<file path="config.mk">
export PLATFORM = sky130hd
export DESIGN_NAME = bsp_serial_port
export DESIGN_NICKNAME = d
export VERILOG_FILES = /design/src/pkg/bsp_pkg.sv /design/src/rtl/bsp_fifo.sv /design/src/rtl/bsp_serial_port.sv
export VERILOG_INCLUDE_DIRS = /design/src /design/src/pkg
export SDC_FILE = /design/constraint.sdc
export NUM_CORES = 2
export LEC_CHECK = 0
export BUFFER_PORTS_ARGS = -buffer_cell sky130_fd_sc_hd__buf_2
export CAP_MARGIN = 10
export CORE_ASPECT_RATIO = 0.5
export CORE_MARGIN = 5
export CORE_UTILIZATION = 60
export CTS_CLUSTER_SIZE = 30
export DETAILED_ROUTE_END_ITERATION = 16
export PLACE_DENSITY = 0.76
export SLEW_MARGIN = 0
export SYNTH_ARGS = -nofsm -noshare
export SYNTH_HDL_FRONTEND = slang
export SYNTH_SLANG_ARGS = --single-unit
</file>
<file path="constraint.sdc">
create_clock -name clk -period 14.9 [get_ports clk]
set_input_delay 2.98 -clock clk [delete_from_list [all_inputs] [get_ports clk]]
set_output_delay 2.98 -clock clk [all_outputs]
set_load 0.05 [all_outputs]
</file>
<file path="src/pkg/bsp_defines.svh">
// constants for the buffered serial port
`ifndef BSP_DEFINES_SVH
`define BSP_DEFINES_SVH
`define BSP_CLK_HZ       10000000
`define BSP_BAUD_DEF     9600
`define BSP_DIV_DEF      (`BSP_CLK_HZ / `BSP_BAUD_DEF)
`define BSP_DIV_W        16
`define BSP_DEPTH        256
`define BSP_PTR_W        8
`define BSP_CNT_W        9
`define BSP_CAP_LIMIT    9'h080
`define BSP_XON          8'h11
`define BSP_XOFF         8'h13
`define BSP_ASCII_MAX    8'h7f
`define BSP_DATA_BITS    4'h8
`endif

</file>
<file path="src/pkg/bsp_pkg.sv">
// types for the buffered serial port
package bsp_pkg;
    typedef enum logic [1:0] {BSP_RD_SINGLE, BSP_RD_LINE, BSP_RD_CAPTURE} bsp_mode_t;
    typedef enum {BSP_TX_IDLE, BSP_TX_START, BSP_TX_DATA, BSP_TX_STOP} bsp_txst_t;
    typedef enum {BSP_RX_IDLE, BSP_RX_START, BSP_RX_DATA, BSP_RX_STOP} bsp_rxst_t;
    // a character with its valid flag
    typedef struct packed {
        logic       valid;
        logic [7:0] data;
    } bsp_char_t;
endpackage

</file>
<file path="src/rtl/bsp_fifo.sv">
// 256-entry character buffer with occupancy count
`timescale 1ns/10ps
`include "bsp_defines.svh"
module bsp_fifo
(
    // clock and reset
    input  wire logic                  clk,
    input  wire logic                  reset_n,
    // write side
    input  wire logic                  wr,
    input  wire logic [7:0]            wdata,
    // read side
    input  wire logic                  rd,
    output logic      [7:0]            rdata,
    output logic      [`BSP_CNT_W-1:0] count
);
    typedef struct packed {
        logic [`BSP_PTR_W-1:0] wp;
        logic [`BSP_PTR_W-1:0] rp;
        logic [`BSP_CNT_W-1:0] cnt;
    } bsp_fst_t;

    bsp_fst_t   st_ff;
    bsp_fst_t   nxt_st;
    logic [7:0] mem [0:`BSP_DEPTH-1];
    logic       do_wr;
    logic       do_rd;

    // a write into a full buffer is refused, contents kept
    assign do_wr = wr && (st_ff.cnt != `BSP_CNT_W'(`BSP_DEPTH));
    assign do_rd = rd && (st_ff.cnt != '0);
    assign rdata = mem[st_ff.rp];
    assign count = st_ff.cnt;

    // pointer and count update
    always_comb
    begin
        nxt_st = st_ff;
        if (do_wr)
            nxt_st.wp = st_ff.wp + 8'h01;
        if (do_rd)
            nxt_st.rp = st_ff.rp + 8'h01;
        if (do_wr && !do_rd)
            nxt_st.cnt = st_ff.cnt + 9'h001;
        else if (do_rd && !do_wr)
            nxt_st.cnt = st_ff.cnt - 9'h001;
    end

    always_ff @(posedge clk or negedge reset_n)
    begin
        if (!reset_n)
            st_ff <= '0;
        else
            st_ff <= nxt_st;
    end

    // storage has no reset, only written slots are ever read
    always_ff @(posedge clk)
    begin
        if (do_wr)
            mem[st_ff.wp] <= wdata;
    end
endmodule // bsp_fifo

</file>
<file path="src/rtl/bsp_serial_port.sv">
// buffered serial port: transmitter, receiver, flow control and read modes
`timescale 1ns/10ps
`include "bsp_defines.svh"
module bsp_serial_port
(
    // clock and reset
    input  wire logic                    clk,
    input  wire logic                    reset_n,
    // configuration
    input  wire logic [`BSP_DIV_W-1:0]   baud_div,
    input  wire logic                    baud_load,
    input  wire logic                    sel_diff,
    input  wire logic                    console_mode,
    input  wire bsp_pkg::bsp_mode_t      rd_mode,
    input  wire logic [7:0]              term_char,
    // transmit producer
    input  wire bsp_pkg::bsp_char_t      tx_in,
    output logic                         tx_ready,
    // consumer
    input  wire logic                    rd_req,
    output bsp_pkg::bsp_char_t           rd_out,
    output logic                         rd_empty,
    output logic                         line_ready,
    output logic                         cap_event,
    output logic                         rx_event,
    // serial pins
    input  wire logic                    rxd_primary,
    input  wire logic                    rxd_diff,
    input  wire logic                    rts,
    output logic                         txd_primary,
    output logic                         txd_diff
);
    typedef struct packed {
        logic [`BSP_DIV_W-1:0] div;
        bsp_pkg::bsp_txst_t    tst;
        logic [`BSP_DIV_W-1:0] tcnt;
        logic [3:0]            tbit;
        logic [7:0]            tsh;
        logic                  txd;
        bsp_pkg::bsp_rxst_t    rst;
        logic [`BSP_DIV_W-1:0] rcnt;
        logic [3:0]            rbit;
        logic [7:0]            rsh;
        logic                  paused;
        logic                  send_xoff;
        logic                  send_xon;
        logic                  xoff_sent;
        logic [`BSP_CNT_W-1:0] term_cnt;
        logic [`BSP_CNT_W-1:0] drain;
        logic                  tx_ready;
        bsp_pkg::bsp_char_t    rd_out;
        logic                  rd_empty;
        logic                  line_ready;
        logic                  cap_event;
        logic                  rx_event;
        logic                  txd_p;
        logic                  txd_d;
    } bsp_st_t;

    bsp_st_t               st_ff;
    bsp_st_t               nxt_st;
    logic [7:0]            txf_data;
    logic [`BSP_CNT_W-1:0] txf_cnt;
    logic [7:0]            rxf_data;
    logic [`BSP_CNT_W-1:0] rxf_cnt;
    logic                  txf_rd;
    logic                  rxf_wr;
    logic                  rxf_rd;
    logic                  rxd;

    // static choice of physical channel
    assign rxd = sel_diff ? rxd_diff : rxd_primary;

    // line extraction on the console takes 7-bit characters only
    function automatic logic char_ok(input logic [7:0] c, input logic cons, input logic ln);
        char_ok = !(cons && ln) || (c <= `BSP_ASCII_MAX);
    endfunction

    function automatic logic is_pacing(input logic [7:0] c);
        is_pacing = (c == `BSP_XON) || (c == `BSP_XOFF);
    endfunction

    bsp_fifo u_txf
    (
        .clk     (clk),
        .reset_n (reset_n),
        .wr      (tx_in.valid && st_ff.tx_ready),
        .wdata   (tx_in.data),
        .rd      (txf_rd),
        .rdata   (txf_data),
        .count   (txf_cnt)
    );

    bsp_fifo u_rxf
    (
        .clk     (clk),
        .reset_n (reset_n),
        .wr      (rxf_wr),
        .wdata   (st_ff.rsh),
        .rd      (rxf_rd),
        .rdata   (rxf_data),
        .count   (rxf_cnt)
    );

    // whole next state: baud, tx and rx engines, pacing and read modes
    always_comb
    begin
        logic tx_go;
        logic rx_done;
        logic take;
        tx_go   = 1'b0;
        rx_done = 1'b0;
        take    = 1'b0;
        nxt_st  = st_ff;
        txf_rd  = 1'b0;
        rxf_wr  = 1'b0;
        rxf_rd  = 1'b0;
        nxt_st.rx_event  = 1'b0;
        nxt_st.cap_event = 1'b0;
        nxt_st.rd_out    = '0;
        if (baud_load)
            nxt_st.div = baud_div;
        // transmitter; rts low holds off only between characters
        case (st_ff.tst)
            bsp_pkg::BSP_TX_IDLE:
            begin
                nxt_st.txd = 1'b1;
                if (rts)
                begin
                    if (st_ff.send_xoff || st_ff.send_xon)
                    begin
                        nxt_st.tsh       = st_ff.send_xoff ? `BSP_XOFF : `BSP_XON;
                        nxt_st.xoff_sent = st_ff.send_xoff;
                        nxt_st.send_xoff = 1'b0;
                        nxt_st.send_xon  = 1'b0;
                        tx_go            = 1'b1;
                    end
                    else if (!st_ff.paused && txf_cnt != '0)
                    begin
                        nxt_st.tsh = txf_data;
                        txf_rd     = 1'b1;
                        tx_go      = 1'b1;
                    end
                end
                if (tx_go)
                begin
                    nxt_st.tst  = bsp_pkg::BSP_TX_START;
                    nxt_st.tcnt = st_ff.div;
                    nxt_st.txd  = 1'b0;
                end
            end
            default:
            begin
                nxt_st.tcnt = st_ff.tcnt - 16'h0001;
                if (st_ff.tcnt == 16'h0001)
                begin
                    nxt_st.tcnt = st_ff.div;
                    case (st_ff.tst)
                        bsp_pkg::BSP_TX_START:
                        begin
                            nxt_st.tst  = bsp_pkg::BSP_TX_DATA;
                            nxt_st.tbit = '0;
                            nxt_st.txd  = st_ff.tsh[0];
                        end
                        bsp_pkg::BSP_TX_DATA:
                        begin
                            nxt_st.tsh  = {1'b0, st_ff.tsh[7:1]};
                            nxt_st.tbit = st_ff.tbit + 4'h1;
                            nxt_st.txd  = st_ff.tsh[1];
                            if (st_ff.tbit == `BSP_DATA_BITS - 4'h1)
                            begin
                                nxt_st.tst = bsp_pkg::BSP_TX_STOP;
                                nxt_st.txd = 1'b1;
                            end
                        end
                        default:
                            nxt_st.tst = bsp_pkg::BSP_TX_IDLE;
                    endcase
                end
            end
        endcase
        // receiver samples mid-bit, one stop bit, no parity
        case (st_ff.rst)
            bsp_pkg::BSP_RX_IDLE:
            begin
                if (!rxd)
                begin
                    nxt_st.rst  = bsp_pkg::BSP_RX_START;
                    nxt_st.rcnt = {1'b0, st_ff.div[`BSP_DIV_W-1:1]};
                end
            end
            default:
            begin
                nxt_st.rcnt = st_ff.rcnt - 16'h0001;
                if (st_ff.rcnt <= 16'h0001)
                begin
                    nxt_st.rcnt = st_ff.div;
                    case (st_ff.rst)
                        bsp_pkg::BSP_RX_START:
                        begin
                            nxt_st.rst  = rxd ? bsp_pkg::BSP_RX_IDLE : bsp_pkg::BSP_RX_DATA;
                            nxt_st.rbit = '0;
                        end
                        bsp_pkg::BSP_RX_DATA:
                        begin
                            nxt_st.rsh  = {rxd, st_ff.rsh[7:1]};
                            nxt_st.rbit = st_ff.rbit + 4'h1;
                            if (st_ff.rbit == `BSP_DATA_BITS - 4'h1)
                                nxt_st.rst = bsp_pkg::BSP_RX_STOP;
                        end
                        default:
                        begin
                            nxt_st.rst = bsp_pkg::BSP_RX_IDLE;
                            rx_done    = rxd;
                        end
                    endcase
                end
            end
        endcase
        // received pacing characters steer the transmitter, others are stored if char_ok accepts them
        if (rx_done)
        begin
            nxt_st.rx_event = 1'b1;
            if (is_pacing(st_ff.rsh))
                nxt_st.paused = (st_ff.rsh == `BSP_XOFF);
            else if (char_ok(st_ff.rsh, console_mode, rd_mode == bsp_pkg::BSP_RD_LINE))
            begin
                rxf_wr = 1'b1;
                if (st_ff.rsh == term_char && rxf_cnt != 9'h100)
                    nxt_st.term_cnt = st_ff.term_cnt + 9'h001;
            end
        end
        // ask the far side to pause near full and resume once half drained
        if (rxf_cnt >= 9'h0f0 && !st_ff.xoff_sent && !st_ff.send_xoff)
            nxt_st.send_xoff = 1'b1;
        if (rxf_cnt < 9'h080 && st_ff.xoff_sent && !st_ff.send_xon)
        begin
            nxt_st.send_xon  = 1'b1;
            nxt_st.xoff_sent = 1'b0;
        end
        // read modes
        if (st_ff.drain != '0 && rxf_cnt != '0)
        begin
            take          = 1'b1;
            nxt_st.drain  = st_ff.drain - 9'h001;
        end
        else if (st_ff.drain == '0 && rd_req && rxf_cnt != '0)
        begin
            case (rd_mode)
                bsp_pkg::BSP_RD_SINGLE:
                    take = 1'b1;
                bsp_pkg::BSP_RD_LINE:
                    if (st_ff.term_cnt != '0)
                    begin
                        take         = 1'b1;
                        nxt_st.drain = 9'h1ff; // runs until the terminator leaves
                    end
                default:
                    if (st_ff.line_ready)
                    begin
                        take         = 1'b1;
                        nxt_st.drain = rxf_cnt - 9'h001;
                    end
            endcase
        end
        if (take)
        begin
            rxf_rd        = 1'b1;
            nxt_st.rd_out = '{valid: 1'b1, data: rxf_data};
            if (rxf_data == term_char && st_ff.term_cnt != '0)
            begin
                nxt_st.term_cnt = nxt_st.term_cnt - 9'h001;
                if (rd_mode == bsp_pkg::BSP_RD_LINE)
                    nxt_st.drain = '0;
            end
        end
        // readiness flags; capture fires on terminator or 128 characters
        nxt_st.rd_empty = (rxf_cnt == '0) && !rxf_wr || (rxf_cnt == 9'h001 && rxf_rd && !rxf_wr);
        if (rd_mode == bsp_pkg::BSP_RD_CAPTURE)
        begin
            nxt_st.line_ready = (nxt_st.term_cnt != '0) || (rxf_cnt >= `BSP_CAP_LIMIT);
            nxt_st.cap_event  = nxt_st.line_ready && !st_ff.line_ready;
        end
        else
            nxt_st.line_ready = nxt_st.term_cnt != '0;
        // producer stalls only with a full buffer; margin covers the write in flight
        nxt_st.tx_ready = txf_cnt < 9'h0ff || (txf_cnt == 9'h0ff && !(tx_in.valid && st_ff.tx_ready));
        nxt_st.txd_p = sel_diff ? 1'b1 : nxt_st.txd;
        nxt_st.txd_d = sel_diff ? nxt_st.txd : 1'b1;
    end

    // single register stage; reset loads the 9600 8N1 divisor
    always_ff @(posedge clk or negedge reset_n)
    begin
        if (!reset_n)
        begin
            st_ff          <= '0;
            st_ff.div      <= `BSP_DIV_W'(`BSP_DIV_DEF);
            st_ff.txd      <= 1'b1;
            st_ff.txd_p    <= 1'b1;
            st_ff.txd_d    <= 1'b1;
            st_ff.rd_empty <= 1'b1;
            st_ff.tst      <= bsp_pkg::BSP_TX_IDLE;
            st_ff.rst      <= bsp_pkg::BSP_RX_IDLE;
        end
        else
            st_ff <= nxt_st;
    end

    assign tx_ready    = st_ff.tx_ready;
    assign rd_out      = st_ff.rd_out;
    assign rd_empty    = st_ff.rd_empty;
    assign line_ready  = st_ff.line_ready;
    assign cap_event   = st_ff.cap_event;
    assign rx_event    = st_ff.rx_event;
    assign txd_primary = st_ff.txd_p;
    assign txd_diff    = st_ff.txd_d;
endmodule // bsp_serial_port

</file>
==> impl_metrics.csv <==
group,metric,value,unit
synthesis,yosysMostFrequentCell,"edfxtp_1",
worst_hold_path,hold_end,"tx_ready",
sta,setup_viol,0,
grt,antenna_found_initial,9,
place,place_area,173000,um2
pwr,vdd_ir_drop_max,87.2,uV
setup_path,worstPathArrival,7.26,ns
synthesis,synth_edf_count,4096,
synthesis,syn-instance-count,8870,
sta,timing.final.crit_share,0.452,
grt,grt-ovfl-total,0,
setup_path,crit_type,"input pin to flip-flop",
job,drv_cap,0,
routing,drc,0,
sta,tns,0,ns
clocking,h-tree-depth,5,
floorplanning,num_rows,137,
grt,first_global_vias,86400,
run_status,status,"finished clean",
sta,worst_pin_slew,1.23,ns
sta,finalClockSkew,0.0565,ns
floorplanning,die-width,761,um
synthesis,synth_area_per_cell,19.1,um2
synthesis,async_flop_share,0.0387,
cells_and_area,drive_gt1_frac,0.177,
synthesis,yosys-top-cells-area,"edfxtp_1 73%, mux4_2 9.8%, mux2i_1 4.6%, dfrtp_1 2.3%, nor2_1 1.4%",
worst_hold_path,worstHoldPathCells,1,
cells_and_area,syn_to_final_growth,9.13,%
synthesis,yosys_warnings,0,
clocking,postCtsHoldBufs,0,
worst_hold_path,worst_hold_path_type,"flip-flop to flip-flop",
place,io_buffers,59,
place,dp_hpwl,247000,um
floorplanning,initial_core_util,0.605,
grt,grt_max_degree,153,
sta,hold_viol,0,
cells_and_area,fill_cells,17700,
synthesis,yosys-top-cells-count,"4,096 x edfxtp_1, 772 x mux2i_1, 737 x mux4_2, 643 x nor2_1, 316 x nand2_1",
clocking,cts_resized,0,
worst_hold_path,worstHoldStart,"u_txf.count[8]",
synthesis,syn_nets,8956,
grt,grt_usage,0.285,
routing,firstDrtPassIters,7,
setup_path,crit-reg2reg-capture,"st_ff[17]",
sta,rsz0062_at_grt,"false",
setup_path,rr_worst_depth,13,
sta,max_freq,0.149,GHz
routing,avgViaCountPerCell,6.85,
routing,wirelength,421000,um
sta,slew_viol_final,0,
clocking,cts_max_path_buffers,4,
cells_and_area,ff_latch_area,127000,um2
grt,grt_pass1_wl,610000,um
routing,postRouteAntennaNets,0,
synthesis,syn_area,169000,um2
clocking,clock-sinks,4261,
sta,post-route-min-period,6.73,ns
floorplanning,die_area,294000,um2
pwr,p_leak,60.7,nW
cells_and_area,layout.nets,8994,
clocking,clock_latency,0.93,ns
synthesis,synth_top_area_frac,0.726,
clocking,numCtsBuffers,355,
clocking,cts_setup_buffers,0,
synthesis,synth_cell_types,94,
setup_path,reg2reg_from,"u_rxf.st_ff[9]",
synthesis,seq_area_frac_synth,0.750,
floorplanning,coreArea,280000,um2
sta,slew_headroom,0.178,
cells_and_area,multi_input_area,39300,um2
routing,routedWlPerCell,32.5,um
clocking,root_buffer,"clkbuf_16",
setup_path,ff2ff_setup_slack,8.26,ns
setup_path,worstSetupEndpointType,"flip-flop",
routing,drt_iter0_drc,12900,
cells_and_area,postLayoutCellArea,185000,um2
place,gp_congestion,0.949,
setup_path,worstPathRequired,15.43,ns
synthesis,synth-seq-cells,4261,
clocking,clk_pin_slew,0.07,ns
clocking,cts_tree,"yes",
floorplanning,io_pins,60,
synthesis,yosysTopAreaCell,"edfxtp_1",
synthesis,synth_ff_type,"edfxtp_1",
routing,routed-via-count,88700,
setup_path,cp-start-kind,"input pin",
floorplanning,die_h,386,um
pwr,p_per_area,124,nW/um2
setup_path,cp-startpoint,"sel_diff",
cells_and_area,fin_util,0.660,
setup_path,cp_max_fo,22,
-- critical path, stage by stage --
cell and delay [ns]:
buf_2 0.12, mux2i_2 0.14, buf_4 0.23, or3_1 0.38, nor4_4 0.33, and3_1 0.66
nor3b_1 0.70, nand2_2 0.86, nor2_1 0.84
-- cell families after synthesis --
family,share of synthesized area
flip-flops,0.750
multiplexers,0.148
AND/OR/NAND/NOR,0.0320
AO/OA/AOI/OAI,0.0433
buffers and inverters,0.0183
XOR/XNOR,0.00480
adder cells (fa/ha/maj),0.00315
-- cell usage in the layout (no fill, tap or decap), types with 143 or more instances in the layout --
master,n
edfxtp_1,4096
mux2i_1,771
mux4_2,737
nor2_1,640
clkbuf_16,361
nand2_1,311
a21oi_1,242
o221ai_1,238
buf_4,156
o22ai_1,143
-- how the worst max path moves through the flow --
stage,endpoint,slack (ns),cells after the start
6_report,u_rxf.mem[146][7],8.17,9
5_1_grt,st_ff[17],7.98,13
4_1_cts,u_rxf.mem[146][7],8.32,9
2_1_floorplan,u_txf.count[8],8.53,15
3_5_place_dp,u_rxf.mem[146][1],7.39,9
3_3_place_gp,u_rxf.mem[146][3],7.56,9
-- metrics by stage --
step	cells	hold slack, ns	total power [mW]	setup WS, ns
6_report	13000	0.494	22.9	8.17
3_3_place_gp	12300	0.463	13.5	7.56
3_5_place_dp	12300	0.481	13.6	7.39
4_1_cts	13000	0.498	22.9	8.32
2_1_floorplan	8870	0.426	13.4	8.53
5_1_grt	13000	0.520	23.5	7.98
-- registers in the layout, indices dropped and copies added (netlist names) --
name and count:
txd_primary 1, u_rxf.st_ff 16, rd_out 9, u_txf.count 9, rx_event 1, u_rxf.mem 2048, txd_diff 1, rd_empty 1
u_txf.mem 2048, line_ready 1, u_txf.st_ff 16, tx_ready 1, u_rxf.count 9, cap_event 1, st_ff 99
-- area by class of cell --
| cell class | instances | share of cell area |
|---|---|---|
| Inverter | 49 | 0.00104 |
| Clock inverter | 199 | 0.0120 |
| Sequential cell | 4261 | 0.688 |
| Clock buffer | 448 | 0.0512 |
| Multi-Input combinational cell | 4015 | 0.213 |
| Timing Repair Buffer | 226 | 0.00955 |
| Tap cell | 3753 | 0.0254 |
| Antenna cell | 2 | 0.0000271 |
-- report_power, final --
part | internal, mW | leakage [nW] | total, mW | switching [mW]
combinational | 0.0606 | 12.3 | 0.226 | 0.165
sequential | 13.0 | 42.7 | 13.1 | 0.0311
clock | 5.28 | 5.67 | 9.56 | 4.28
-- per-layer routing --
metal / up-vias / global-route usage / share of wire
met5: - / 0 / 0.00018
met4: 10 / 0.112 / 0.045
met3: 926 / 0.0615 / 0.11
met2: 6104 / 0.440 / 0.47
met1: 45500 / 0.406 / 0.37
li1: 36200 / - / -
(Power assumes the default switching activity.)
